File: src/hw/crc16_pkg.sv
/*
  shared constants of the byte-wide crc16 engine: register offsets,
  field positions, reset values and feedback constants.
  assumes an 8-bit register port with byte-sized registers.
*/
package crc16_pkg;

  localparam int unsigned ADDR_W = 8;
  localparam int unsigned DATA_W = 8;
  localparam int unsigned CRC_W = 16;
  localparam int unsigned BITS_PER_BYTE = 8;

  localparam logic [7:0] INPUT_BYTE_OFS = 8'h00;
  localparam logic [7:0] CHECKSUM_LOW_OFS = 8'h01;
  localparam logic [7:0] CHECKSUM_HIGH_OFS = 8'h02;
  localparam logic [7:0] CONTROL_OFS = 8'h03;
  localparam logic [7:0] FOLD_COUNT_LOW_OFS = 8'h04;
  localparam logic [7:0] FOLD_COUNT_HIGH_OFS = 8'h05;

  localparam int unsigned SELECT_BIT = 0;
  localparam logic SELECT_CCITT = 1'b0;
  localparam logic SELECT_CRC16 = 1'b1;

  localparam logic [15:0] CCITT_FEEDBACK = 16'h1021;
  localparam logic [15:0] CRC16_FEEDBACK = 16'h8005;

  localparam logic [7:0] BYTE_RESET = 8'h00;
  localparam logic [15:0] COUNT_RESET = 16'h0000;
  localparam logic [7:0] READ_ZERO = 8'h00;

endpackage

File: src/hw/crc16_byte_engine.sv
/*
  byte-wide crc16 engine with its register port: input byte, checksum
  pair, control and a fold counter. assumes a master that pulses one
  strobe per cycle and takes read data in the following cycle.
*/
// Local design decisions: the register offsets and the strobed register port.
// Operation
// - select 0 ccitt, select 1 crc-16
// - only these two generators are selectable
// - feedback 8005h for crc-16, 1021h ccitt
// - input write folds byte into checksum pair
// - update finishes within one cycle
// - start with input xor checksum high byte
// - shift left one, zero into lsb
// - xor feedback only when tested bit set
// - eight steps per byte give new checksum
// - checksum pair readable writable, resets zero
// - input byte register eight bits, resets zero
// - control bits 7..1 read zero, bit0 select
module crc16_byte_engine
(
  input wire logic sys_clk_in,
  input wire logic srst_in,
  input wire logic [7:0] reg_addr_in,
  input wire logic [7:0] reg_wdata_in,
  input wire logic reg_wr_in,
  input wire logic reg_rd_in,
  output logic [7:0] reg_rdata_out,
  output logic [15:0] running_checksum_out,
  output logic generator_select_out
);

  logic [7:0] input_byte_reg;
  logic [7:0] checksum_low_reg;
  logic [7:0] checksum_high_reg;
  logic generator_select;
  logic [15:0] fold_count;
  logic [15:0] folded;
  logic [7:0] next_rdata;

  // address decode
  wire hit_input = reg_addr_in == crc16_pkg::INPUT_BYTE_OFS;
  wire hit_low = reg_addr_in == crc16_pkg::CHECKSUM_LOW_OFS;
  wire hit_high = reg_addr_in == crc16_pkg::CHECKSUM_HIGH_OFS;
  wire hit_control = reg_addr_in == crc16_pkg::CONTROL_OFS;
  wire hit_count_low = reg_addr_in == crc16_pkg::FOLD_COUNT_LOW_OFS;
  wire hit_count_high = reg_addr_in == crc16_pkg::FOLD_COUNT_HIGH_OFS;

  wire wr_input = reg_wr_in & hit_input;
  wire wr_low = reg_wr_in & hit_low;
  wire wr_high = reg_wr_in & hit_high;
  wire wr_control = reg_wr_in & hit_control;

  wire [15:0] checksum = {checksum_high_reg, checksum_low_reg};
  wire [7:0] control_view = {7'h00, generator_select};

  // the fold is combinational so the pair updates on the write edge
  crc_byte_fold u_fold
  (
    .checksum_in(checksum),
    .data_in(reg_wdata_in),
    .generator_select_in(generator_select),
    .next_checksum_out(folded)
  );

  byte_store u_low
  (
    .sys_clk_in(sys_clk_in),
    .srst_in(srst_in),
    .sw_load_in(wr_low),
    .sw_data_in(reg_wdata_in),
    .hw_load_in(wr_input),
    .hw_data_in(folded[7:0]),
    .value_out(checksum_low_reg)
  );

  byte_store u_high
  (
    .sys_clk_in(sys_clk_in),
    .srst_in(srst_in),
    .sw_load_in(wr_high),
    .sw_data_in(reg_wdata_in),
    .hw_load_in(wr_input),
    .hw_data_in(folded[15:8]),
    .value_out(checksum_high_reg)
  );

  // read mux: unmapped addresses answer zero
  assign next_rdata = !reg_rd_in ? crc16_pkg::READ_ZERO :
                      hit_input ? input_byte_reg :
                      hit_low ? checksum_low_reg :
                      hit_high ? checksum_high_reg :
                      hit_control ? control_view :
                      hit_count_low ? fold_count[7:0] :
                      hit_count_high ? fold_count[15:8] :
                      crc16_pkg::READ_ZERO;

  always_ff @(posedge sys_clk_in)
  begin
    if (srst_in)
    begin
      input_byte_reg <= crc16_pkg::BYTE_RESET;
    end
    else if (wr_input)
    begin
      input_byte_reg <= reg_wdata_in;
    end
  end

  // select taken between bytes only; a change mid-stream is software's risk
  always_ff @(posedge sys_clk_in)
  begin
    if (srst_in)
    begin
      generator_select <= crc16_pkg::SELECT_CCITT;
    end
    else if (wr_control)
    begin
      generator_select <= reg_wdata_in[crc16_pkg::SELECT_BIT];
    end
  end

  // counts folded bytes; a checksum load restarts it, wraps at 16 bits
  always_ff @(posedge sys_clk_in)
  begin
    if (srst_in)
    begin
      fold_count <= crc16_pkg::COUNT_RESET;
    end
    else if (wr_low | wr_high)
    begin
      fold_count <= crc16_pkg::COUNT_RESET;
    end
    else if (wr_input)
    begin
      fold_count <= fold_count + 16'h0001;
    end
  end

  always_ff @(posedge sys_clk_in)
  begin
    if (srst_in)
    begin
      reg_rdata_out <= crc16_pkg::READ_ZERO;
      running_checksum_out <= crc16_pkg::COUNT_RESET;
      generator_select_out <= crc16_pkg::SELECT_CCITT;
    end
    else
    begin
      reg_rdata_out <= next_rdata;
      running_checksum_out <= checksum;
      generator_select_out <= generator_select;
    end
  end

endmodule // crc16_byte_engine

File: src/hw/byte_store.sv
/*
  one 8-bit register with a direct software load and a hardware update.
  assumes the two load requests are never needed at once; the software
  load takes priority if they meet.
*/
module byte_store
(
  input wire logic sys_clk_in,
  input wire logic srst_in,
  input wire logic sw_load_in,
  input wire logic [7:0] sw_data_in,
  input wire logic hw_load_in,
  input wire logic [7:0] hw_data_in,
  output logic [7:0] value_out
);

  logic [7:0] next_value;

  assign next_value = sw_load_in ? sw_data_in :
                      hw_load_in ? hw_data_in : value_out;

  always_ff @(posedge sys_clk_in)
  begin
    if (srst_in)
    begin
      value_out <= crc16_pkg::BYTE_RESET;
    end
    else
    begin
      value_out <= next_value;
    end
  end

endmodule // byte_store

File: src/hw/crc_byte_fold.sv
/*
  combinational fold of one input byte into a 16-bit checksum,
  msb first and not reflected. assumes the caller registers the result.
*/
module crc_byte_fold
(
  input wire logic [15:0] checksum_in,
  input wire logic [7:0] data_in,
  input wire logic generator_select_in,
  output logic [15:0] next_checksum_out
);

  // only two generators exist; any select value maps to one of them
  function automatic logic [15:0] feedback_of(input logic sel);
    feedback_of = (sel == crc16_pkg::SELECT_CRC16) ?
                  crc16_pkg::CRC16_FEEDBACK :
                  crc16_pkg::CCITT_FEEDBACK;
  endfunction

  // one shift step; the bit leaving position 15 decides the feedback
  function automatic logic [15:0] step(input logic [15:0] v,
                                       input logic [15:0] fb);
    logic [15:0] shifted;
    shifted = {v[14:0], 1'b0};
    step = v[15] ? (shifted ^ fb) : shifted;
  endfunction

  logic [15:0] feedback;
  logic [15:0] temp_start;

  assign feedback = feedback_of(generator_select_in);
  assign temp_start = {checksum_in[15:8] ^ data_in, checksum_in[7:0]};

  always_comb
  begin
    next_checksum_out = temp_start;
    for (int i = 0; i < crc16_pkg::BITS_PER_BYTE; i++)
    begin
      next_checksum_out = step(next_checksum_out, feedback);
    end
  end

endmodule // crc_byte_fold

File: config.mk
export PLATFORM = sky130hd
export DESIGN_NAME = crc16_byte_engine
export DESIGN_NICKNAME = d
export VERILOG_FILES = /design/src/hw/crc16_pkg.sv /design/src/hw/crc16_byte_engine.sv /design/src/hw/byte_store.sv /design/src/hw/crc_byte_fold.sv
export SDC_FILE = /design/constraint.sdc
export NUM_CORES = 1
export LEC_CHECK = 0
export BUFFER_PORTS_ARGS = -buffer_cell sky130_fd_sc_hd__buf_4
export CAP_MARGIN = 5
export CORE_MARGIN = 4
export CORE_UTILIZATION = 45
export DETAILED_ROUTE_END_ITERATION = 10
export HOLD_SLACK_MARGIN = 0.02
export SETUP_SLACK_MARGIN = 0.5
export SYNTH_ARGS = -nofsm -noshare
export SYNTH_HDL_FRONTEND = slang
export SYNTH_SLANG_ARGS = --single-unit
File: constraint.sdc
create_clock -name sys_clk_in -period 2.8 [get_ports sys_clk_in]
set_input_delay 0.56 -clock sys_clk_in [delete_from_list [all_inputs] [get_ports sys_clk_in]]
set_output_delay 0.56 -clock sys_clk_in [all_outputs]
set_load 0.01 [all_outputs]
# Yosys cells after proc, flatten, opt, wreduce, memory -nomap -nowiden
# Index checks and enable logic that the tools add are counted.
# totals
out_inout_bits	25
wordCells	53
regBits	66
inputBits	20
# op_classes
n_mux	19
n_reduce_logical	5
n_addsub	1
eq_ne	5
bitwise	15
# ops
cell	n
$mux W16	9
$xor A16 B16 Y16	8
$mux W8	10
$add A16 B1 Y16 const B	1
$eq A8 B2 Y1 const B	2
$eq A8 B3 Y1 const B	2
$eq A8 B1 Y1 const B	1
$logic_not A8 Y1	1
$xor A8 B8 Y8	1
$and A1 B1 Y1	4
$reduce_bool A2 Y1	2
$reduce_or A2 Y1	2
$not A1 Y1	1
$or A1 B1 Y1	1

# Logic depth before layout (Yosys ltp)
# Gate-level depths: netlist of the first run.
# depth
word_depth	19
mapped_depth	8
ltp_nobuf	6

# By module
# A second synthesis of the first run with hierarchy kept.
# hier_totals
hier_cells	372
hier_area_um2	3475.8
# modules_own_cells
mod	seq_area_each_um2	area_each_um2	n_inst	cells_each
crc16_byte_engine	1001.0	2210.9	1	239
byte_store	160.2	369.1	2	35
crc_byte_fold	0.0	526.8	1	63

# Worst setup path before layout of the first run
# No wires, ideal clock.
# synth_timing
kind	input to register
startpoint	in reg_addr_in[5]
endpoint	reg u_high.value_out[7]
path_buffers	2
stages	8
setup_slack_ns	0.257
arrival_time_ns	2.456
setup_ns	0.087
required_time_ns	2.713
path_cell_list	or4_1 buf_2 nor4_2 nand2b_2 buf_2 nor3b_1 mux2i_1 o31ai_1
# synth_via
elab_chain_cells	3
word_cells_on_any_way	6
cone_classes	eq/ne: 1; mux: 1; bitwise: 2; reduce/logical: 2
# synth_lines
item	line	source
from (decl)	crc16_byte_engine.sv:24	input wire logic [7:0] reg_addr_in,
$eq A8 B2 Y1 or $logic_not A8 Y1 (tied branches)	crc16_byte_engine.sv:44, crc16_byte_engine.sv:42	
$and A1 B1 Y1, on equally long branches	crc16_byte_engine.sv:51, crc16_byte_engine.sv:49	
$mux W8 or $reduce_bool A2 Y1 (tied branches)	--	
to (signal assigned)	byte_store.sv:26	value_out <= crc16_pkg::BYTE_RESET;
to (signal assigned)	byte_store.sv:30	value_out <= next_value;
to (decl)	byte_store.sv:14	output logic [7:0] value_out
# Several ways; a longest one is shown, not always the timed one.
# A chain may end at the register's enable or synchronous reset.

# Worst setup path in the final report of the first run
# layout_timing
startpoint	in reg_addr_in[5]
endpoint	reg fold_count[7]
# layout_via
elab_chain_cells	4
word_cells_on_any_way	8
cone_classes	eq/ne: 2; bitwise: 4; reduce/logical: 2
# layout_lines
item	line	source
$eq A8 B1 Y1 or $eq A8 B2 Y1 (tied branches)	crc16_byte_engine.sv:43, crc16_byte_engine.sv:44	
$and A1 B1 Y1, on equally long branches	crc16_byte_engine.sv:50, crc16_byte_engine.sv:51	
$or A1 B1 Y1	crc16_byte_engine.sv:130	else if (wr_low | wr_high)
$reduce_or A2 Y1 (no source line)	--	
to (signal assigned)	crc16_byte_engine.sv:128	fold_count <= crc16_pkg::COUNT_RESET;
to (signal assigned)	crc16_byte_engine.sv:132	fold_count <= crc16_pkg::COUNT_RESET;
to (signal assigned)	crc16_byte_engine.sv:136	fold_count <= fold_count + 16'h0001;
to (decl)	crc16_byte_engine.sv:37	logic [15:0] fold_count;
# Several ways; a longest one is shown, not always the timed one.

==> results of run 1 <==
## power groups by stage
stage / registers [mW] / logic, mW / clock network [mW]
2_1_floorplan: 0.962 / 0.129 / 0
3_3_place_gp: 0.963 / 0.199 / 0
3_5_place_dp: 0.963 / 0.201 / 0
4_1_cts: 0.941 / 0.202 / 0.905
5_1_grt: 0.941 / 0.218 / 0.945
6_report: 0.941 / 0.203 / 0.886
## logic make-up (layout without fill, tap and decap cells)
family          after synthesis  count (layout)  synth area share [%]
simple gates                169             169                 25.07
buf+inv                      26              87                 3.012
xor+xnor                     51              51                 14.91
fa+ha+maj                     1               1                0.3764
mux                          15              15                 4.894
flops                        66              66                 39.76
compound gates               69              69                 11.97
## critical path, stage by stage
cell and delay [ns]:
buf_4 0.11, or4_4 0.60, nor4b_4 0.29, buf_4 0.19, nand4_4 0.18, or3_1 0.41
a21oi_1 0.12
## worst paths after layout
| kind | depth (start not counted) | slack [ns] | start | endpoint |
|---|---|---|---|---|
| max | 7 | 0.61 | reg_addr_in[5] | fold_count[7]$_SDFFE_PP0P_ |
| min | 2 | 0.46 | input_byte_reg[0]$_SDFFE_PP0P_ | input_byte_reg[0]$_SDFFE_PP0P_ |
| max reg2reg | 6 | 0.67 | u_high.value_out[4]$_SDFFE_PP0P_ | u_low.value_out[1]$_SDFFE_PP0P_ |
| min reg2reg | 2 | 0.46 | input_byte_reg[0]$_SDFFE_PP0P_ | input_byte_reg[0]$_SDFFE_PP0P_ |
## synthesized netlist by cell type (2+ instances only)
cell type / count / area [um^2]
xnor3_1: 3 / 67.56
o311ai_0: 2 / 17.52
inv_1: 5 / 18.77
nor2b_1: 19 / 118.9
dfxtp_1: 66 / 1321
nand4_1: 2 / 12.51
nor3_1: 8 / 40.04
buf_1: 2 / 7.510
and2_1: 2 / 12.51
a22oi_1: 9 / 67.56
nor4_1: 4 / 25.02
or4_1: 2 / 15.01
o21ai_0: 18 / 90.09
nand2_1: 59 / 221.5
nor2_1: 41 / 153.9
and3_1: 2 / 12.51
nand2b_1: 4 / 25.02
buf_2: 2 / 10.01
xor2_1: 17 / 148.9
or3_1: 3 / 18.77
nor3b_1: 3 / 22.52
nor4_2: 2 / 25.02
a31oi_1: 9 / 56.30
clkbuf_1: 17 / 63.81
nand3_1: 14 / 70.07
mux2i_1: 14 / 140.1
xnor2_1: 30 / 262.8
a21oi_1: 27 / 135.1
## metrics by stage
stage | area, um^2 | power [mW] | setup WS [ns] | hold slack, ns
4_1_cts | 4078 | 2.048 | 0.5249 | 0.4581
2_1_floorplan | 3342 | 1.091 | 0.3350 | 0.4334
3_3_place_gp | 3851 | 1.162 | 0.2053 | 0.4422
5_1_grt | 4116 | 2.103 | 0.4724 | 0.4796
3_5_place_dp | 3851 | 1.164 | 0.1407 | 0.4482
6_report | 4116 | 2.030 | 0.6094 | 0.4577
## repair_timing
action,in CTS,in global routing
hold buffers,0,0
pin swaps,1,1
endpoints found under the setup margin,1,7
resized for setup,0,4
setup buffers,1,2
## metal layers
metal	vias up	global-route usage, %
li1	1461	-
met1	1420	30.66
met2	107	33.53
met3	10	4.087
met4	0	5.776
met5	-	0
## area by class of cell
| cell class | count | area [um^2] |
|---|---|---|
| well taps | 99 | 123.9 |
| multi-input cells | 305 | 1938 |
| flip-flops and latches | 66 | 1321 |
| clock buffers | 11 | 141.4 |
| fillers | 715 | 3098 |
| inverters | 5 | 18.77 |
| repair buffers | 66 | 495.5 |
| clock inverters | 5 | 77.57 |
## layout by cell type, fill, tap and decap left out, drive strengths merged, types with 6 or more instances in the layout
| cell type | instances |
|---|---|
| a31oi | 9 |
| a21oi | 27 |
| xnor2 | 31 |
| clkbuf | 11 |
| nor2b | 19 |
| buf | 66 |
| nor3 | 8 |
| nor2 | 41 |
| o21ai | 18 |
| nor4 | 6 |
| mux2i | 14 |
| a22oi | 9 |
| nand2 | 59 |
| nand3 | 14 |
| xor2 | 17 |
| dfxtp | 66 |
==> impl_table.tex, run 1 <==
\begin{tabular}{lr}
\hline
Metric & Value \\
\hline
\multicolumn{2}{l}{\textbf{Route}} \\
Number of nets with antenna violations after detailed routing & 0 \\
Via count normalized by instance count & 5.382 \\
Via Count & 2998 \\
Pre-antenna DRT Iters & 5 \\
Uppermost routed layer & met4 \\
DR iter-0 viols & 244 \\
Amount of wire on met2 after detailed routing & 4.195 mm \\
Routed Wire Length & 9.119 mm \\
Total DRC errors in the routed layout & 0 \\
Detailed-routing wirelength on met1 & 4.211 mm \\
DR WL met3 & 593 um \\
WL per Instance & 16.37 um \\
\multicolumn{2}{l}{\textbf{Run status}} \\
Outcome & completed \\
\multicolumn{2}{l}{\textbf{Die}} \\
Die X & 93.94 um \\
Number of ports placed on the die boundary & 45 \\
Initial standard-cell utilization of the core & 46.06\% \\
Count of standard-cell rows & 31 \\
Core area & slightly above 7000 um\^{}2 \\
Die Span Y & 93.94 um \\
Die area & 8824 um\^{}2 \\
\multicolumn{2}{l}{\textbf{Timing}} \\
Slew at the pin closest to its max-slew limit & 0.7431 ns \\
Clock skew & a little under 0.005 ns \\
Final period utilization & 78.24\% \\
Number of failing setup endpoints in the final timing report & 0 \\
Remaining max-slew budget at the tightest pin & 50.35\% \\
Setup repair after global routing missed its margin & yes \\
Hold violation total from the final report & 0 \\
Max-slew violation count & 0 \\
Sum of negative setup slack & 0 ns \\
Top achievable clock speed & 456.5 MHz \\
Tmin final & roughly 2.2 ns \\
\multicolumn{2}{l}{\textbf{GRT}} \\
First-pass GRT wire length & 14.47 mm \\
Remaining global-route overflow & 0 \\
Initial antenna violation count & 0 \\
Aggregate global-route resource usage & 21.59\% \\
Maximum number of pins on one net before global-route repair & just under 50 \\
Number of global-route vias before repair & 2709 \\
\multicolumn{2}{l}{\textbf{Clock tree}} \\
Clock-pin transition on the worst setup and hold timing paths & 0.07 ns \\
Root Buffer Master & clkbuf\_8 \\
CTS tree & done \\
Number of CTS-inserted buffers & 9 \\
\# H-tree levels & 3 \\
CTS Buffer Depth & 2 \\
Sinks on Clock Net & between 60 and 70 \\
Clock latency reported for the late side of the worst-skew pair & 0.34 ns \\
\multicolumn{2}{l}{\textbf{Worst setup path}} \\
Classification of the worst setup path & primary input to flop \\
Startpoint types & primary input \\
Arrival time of the worst setup path & 2.47 ns \\
Setup crit end kind & flop \\
WP data required & 3.08 ns \\
Largest fanout on the critical path & 9 \\
\multicolumn{2}{l}{\textbf{Yosys}} \\
Mean cell area of the mapped netlist & 8.371 um\^{}2 \\
Distinct cell type count after synthesis & 39 \\
Count of mapped cells out of synthesis & 397 \\
EDFF count, synth & 0 \\
Share of the yosys chip area belonging to registers & 39.76\% \\
Post-synthesis sequential element count & 66 \\
Dominant register cell in the synthesized netlist & dfxtp\_1 \\
Net count after synthesis & 418 \\
Yosys warning count & 0 \\
Async set-or-reset flop fraction in the synthesized netlist & 0\% \\
Netlist area before placement & 3323 um\^{}2 \\
\multicolumn{2}{l}{\textbf{Flow run}} \\
\# Max-Cap Violations & 0 \\
\multicolumn{2}{l}{\textbf{Pwr}} \\
PD cells & 493.3 nW/um\^{}2 \\
Part of the power in combinational logic & 10.0\% \\
Leakage power & approximately 1.5 nW \\
Power dissipated by switching net loads & 0.4775 mW \\
Switching share of power & 23.52\% \\
Clock Power Share & 43.6\% \\
Int Power & 1.553 mW \\
Register share of total power & 46.4\% \\
VDD IR-drop max & 450.2 uV \\
\multicolumn{2}{l}{\textbf{Finish}} \\
Biggest regs & fold\_count x16, running\_checksum\_out x16 \\
Nets & 474 \\
Post-Layout Cell Count & 557 \\
Synth-to-Final Area Change & 23.87\% \\
Fraction of layout cells with a size suffix above 1 & 20.31\% \\
Final Util & 57.06\% \\
Antenna Diode Count & 0 \\
\multicolumn{2}{l}{\textbf{Worst hold path}} \\
Worst min path class & flop to flop \\
\multicolumn{2}{l}{\textbf{Place}} \\
RePlAce Congestion & approximately 0.89 \\
Placed Cells incl. Taps & 538 \\
Total half-perimeter wirelength after legalization and detailed placement & 6.618 mm \\
Number of buffers added on ports & 44 \\
\hline
\end{tabular}
Power figures use the tool's default switching activity.
==> run 2: changes to the inputs <==
--- a/config.mk
+++ b/config.mk
@@ -11,6 +11,7 @@
 export CORE_UTILIZATION = 45
 export DETAILED_ROUTE_END_ITERATION = 10
 export HOLD_SLACK_MARGIN = 0.02
+export PLACE_DENSITY = 0.67
 export SETUP_SLACK_MARGIN = 0.5
 export SYNTH_ARGS = -nofsm -noshare
 export SYNTH_HDL_FRONTEND = slang
==> constraint.sdc (replaced) <==
create_clock -name sys_clk_in -period 1.89 [get_ports sys_clk_in]
set_input_delay 0.378 -clock sys_clk_in [delete_from_list [all_inputs] [get_ports sys_clk_in]]
set_output_delay 0.378 -clock sys_clk_in [all_outputs]
set_load 0.01 [all_outputs]
==> run 2 against run 1 <==
Compared with the run above: the flow now finishes with violations (setup timing); global-route usage increased by 2.5 points; utilization increased by 13 points; final cell count increased by 9.2%; count of clock-buffer cells in the layout increased by 1; sequential cell count unchanged; combinational power increased by 100%; sequential share of layout area decreased by 6.0 points; hold slack got worse by 0.070 ns; critical path depth increased by 2; worst setup slack got worse by 0.67 ns; via count increased by 14%; largest cell class unchanged.
==> impl_table.tex, run 2 (synthesized netlist as in run 1, its figures left out) <==
\begin{tabular}{lr}
\hline
Metric & Value \\
\hline
\multicolumn{2}{l}{\textbf{Clock tree}} \\
Root Buffer Master & clkbuf\_8 \\
\# H-tree levels & 3 (unchanged) \\
CTS tree & done \\
Clock latency reported for the late side of the worst-skew pair & 0.35 ns (about the same) \\
Hold-fix buffer count after cts & 0 (unchanged) \\
Number of CTS-inserted buffers & 9 (unchanged) \\
Sinks on Clock Net & 66 (unchanged) \\
CTS Buffer Depth & 2 (unchanged) \\
Clock-pin transition on the worst setup and hold timing paths & 0.07 ns (about the same) \\
\multicolumn{2}{l}{\textbf{Pwr}} \\
PD cells & 629.1 nW/um\^{}2 (+28\%) \\
Total design power & 3.201 mW (+58\%) \\
Register share of total power & 43.5\% (-2.9 points) \\
Clock Power Share & 43.6\% (about the same) \\
Int Power & 2.402 mW (+55\%) \\
VDD IR-drop max & 400.8 uV (-11\%) \\
Part of the power in combinational logic & 12.9\% (+2.9 points) \\
Switching share of power & 24.95\% (+1.4 points) \\
Power dissipated by switching net loads & 0.7986 mW (+67\%) \\
Leakage power & 2.075 nW (+34\%) \\
\multicolumn{2}{l}{\textbf{Finish}} \\
Antenna Diode Count & 0 (unchanged) \\
Most frequent cells in the layout & 98 x buf\_4, 63 x dfxtp\_1, 40 x nor2\_1 \\
Number of fill cells & 514 (-28\%) \\
Synth-to-Final Area Change & 53.09\% \\
Fraction of layout cells with a size suffix above 1 & 40.86\% (+21 points) \\
Most frequent standard cell in the layout excluding fill and tap cells & buf\_4 \\
Final design area excluding fillers & 5087 um\^{}2 (+24\%) \\
Biggest regs & fold\_count x16, running\_checksum\_out x16 \\
Nets & 525 (+11\%) \\
\multicolumn{2}{l}{\textbf{Timing}} \\
Slew at the pin closest to its max-slew limit & 0.5051 ns (-0.2380 ns) \\
Final period utilization & 103.0\% \\
Max-slew violation count & 0 (unchanged) \\
Tmin final & $\sim$1.9 ns \\
Clock skew & 0.005143 ns (+0.0002213 ns) \\
Slack of the critical path & -0.05609 ns (-0.6655 ns) \\
Top achievable clock speed & $\sim$510 MHz \\
Remaining max-slew budget at the tightest pin & 66.02\% (+16 points) \\
Hold violation total from the final report & 0 (unchanged) \\
Setup repair after global routing missed its margin & yes \\
Number of failing setup endpoints in the final timing report & 6 (+6) \\
Sum of negative setup slack & -0.2122 ns (-0.2122 ns) \\
\multicolumn{2}{l}{\textbf{GRT}} \\
Aggregate global-route resource usage & 24.06\% (+2.5 points) \\
Initial antenna violation count & 0 (unchanged) \\
First-pass GRT wire length & 16.10 mm (+11\%) \\
Maximum number of pins on one net before global-route repair & 29 (-41\%) \\
Remaining global-route overflow & 0 (unchanged) \\
Number of global-route vias before repair & 3215 (+19\%) \\
\multicolumn{2}{l}{\textbf{Route}} \\
Routed Wire Length & 11.10 mm (+22\%) \\
Via count normalized by instance count & 5.638 (+4.8\%) \\
WL per Instance & 18.25 um (+12\%) \\
Pre-antenna DRT Iters & 5 (unchanged) \\
Number of nets with antenna violations after detailed routing & 0 (unchanged) \\
Total DRC errors in the routed layout & 0 (unchanged) \\
DR iter-0 viols & 355 (+45\%) \\
Via Count & 3428 (+14\%) \\
\multicolumn{2}{l}{\textbf{Die}} \\
Die Span Y & 93.94 um (unchanged) \\
Core area & 7214 um\^{}2 (unchanged) \\
Die X & 93.94 um (unchanged) \\
Die area & 8824 um\^{}2 (unchanged) \\
Initial standard-cell utilization of the core & 46.06\% (unchanged) \\
Count of standard-cell rows & 31 (unchanged) \\
Number of ports placed on the die boundary & 45 (unchanged) \\
\multicolumn{2}{l}{\textbf{Worst setup path}} \\
Setup crit end kind & flop \\
Startpoint types & primary input \\
Cell depth of the worst flop-to-flop path & 6 (unchanged) \\
Classification of the worst setup path & primary input to flop \\
WP data required & 2.13 ns (-0.95 ns) \\
Reg-to-Reg Start & fold\_count[6]\$\_SDFFE\_PP0P\_ \\
R2r setup slk & 0 ns (-0.67 ns) \\
Arrival time of the worst setup path & 2.19 ns (-0.28 ns) \\
Largest fanout on the critical path & 8 (-1) \\
RR Endpoint & fold\_count[15]\$\_SDFFE\_PP0P\_ \\
\multicolumn{2}{l}{\textbf{Run status}} \\
Outcome & complete, but fails checks \\
Violations in the final reports & setup timing \\
\multicolumn{2}{l}{\textbf{Flow run}} \\
\# Max-Cap Violations & 0 (unchanged) \\
\multicolumn{2}{l}{\textbf{Place}} \\
Placed instance area & 4177 um\^{}2 (+8.4\%) \\
Setup slack at placement & -0.4481 ns (-0.5888 ns) \\
RePlAce Congestion & 0.8791 (-1.4\%) \\
Number of buffers added on ports & 44 (unchanged) \\
Total half-perimeter wirelength after legalization and detailed placement & 7.009 mm (+5.9\%) \\
\multicolumn{2}{l}{\textbf{Worst hold path}} \\
Endpoint of the worst hold-timing path & u\_low.value\_out[3]\$\_SDFFE\_PP0P\_ \\
Worst min path class & primary input to flop \\
Source of the worst hold timing path & srst\_in \\
Min-Delay Path Depth & 2 (unchanged) \\
\hline
\end{tabular}
run 2: through the flow:
| stage | std cells | utilization, % | hold WS (ns) |
|---|---|---|---|
| 5_1_grt | 608 | 70.52 | 0.3950 |
| 3_5_place_dp | 578 | 57.89 | 0.4476 |
| 3_3_place_gp | 578 | 57.89 | 0.4436 |
| 6_report | 608 | 70.52 | 0.3877 |
| 4_1_cts | 605 | 67.13 | 0.3658 |
| 2_1_floorplan | 397 | - | 0.4334 |
run 2: worst max-delay path by stage:
stage | depth (start not counted) | end | startpoint | slack, ns
after detailed placement | 8 | fold_count[15]$_SDFFE_PP0P_ | reg_addr_in[5] | -0.45
final | 9 | fold_count[5]$_SDFFE_PP0P_ | reg_addr_in[5] | -0.06
after global placement | 8 | fold_count[15]$_SDFFE_PP0P_ | reg_addr_in[5] | -0.41
after global routing | 9 | fold_count[5]$_SDFFE_PP0P_ | reg_addr_in[5] | -0.13
after floorplan | 6 | fold_count[12]$_SDFFE_PP0P_ | reg_addr_in[5] | -0.39
after CTS | 9 | fold_count[5]$_SDFFE_PP0P_ | reg_addr_in[5] | -0.09
run 2: cell type report:
| cell class | instances | area (um^2) | share of cell area, % |
|---|---|---|---|
| Inverter | 5 | 18.77 | 0.3689 |
| Clock inverter | 4 | 73.82 | 1.451 |
| Timing Repair Buffer | 117 | 1064 | 20.91 |
| Multi-Input combinational cell | 305 | 2325 | 45.70 |
| Tap cell | 99 | 123.9 | 2.435 |
| Clock buffer | 12 | 155.1 | 3.050 |
| Sequential cell | 66 | 1328 | 26.09 |
run 2: what timing repair did:
| action | in CTS | in global routing |
|---|---|---|
| setup endpoints to repair | 48 | 49 |
| pin swaps | 28 | 23 |
| gates resized for setup | 64 | 45 |
| setup buffers | 8 | 3 |
| gates cloned | 3 | 0 |
run 2: layer usage:
| metal | vias up | track usage [%] | wire (um) |
|---|---|---|---|
| met3 | 30 | 4.487 | 796 |
| li1 | 1567 | - | - |
| met4 | 0 | 12.64 | 366 |
| met5 | - | 0 | 0 |
| met1 | 1643 | 30.55 | 4585 |
| met2 | 188 | 38.62 | 5351 |
run 2: worst max-delay path: stages:
cell and delay (ns):
buf_6 0.09, or4_4 0.55, nor4b_4 0.35, buf_4 0.20, nand4_4 0.17, buf_6 0.18
nor2_4 0.08, xnor2_1 0.13, nor2_1 0.06
run 2: power by group through the flow:
stage | Clock, mW | Sequential, mW | Combinational (mW)
after CTS | 1.37 | 1.39 | 0.363
after floorplan | 0 | 1.43 | 0.192
after global routing | 1.46 | 1.39 | 0.436
final | 1.40 | 1.39 | 0.412
after global placement | 0 | 1.43 | 0.335
after detailed placement | 0 | 1.43 | 0.337
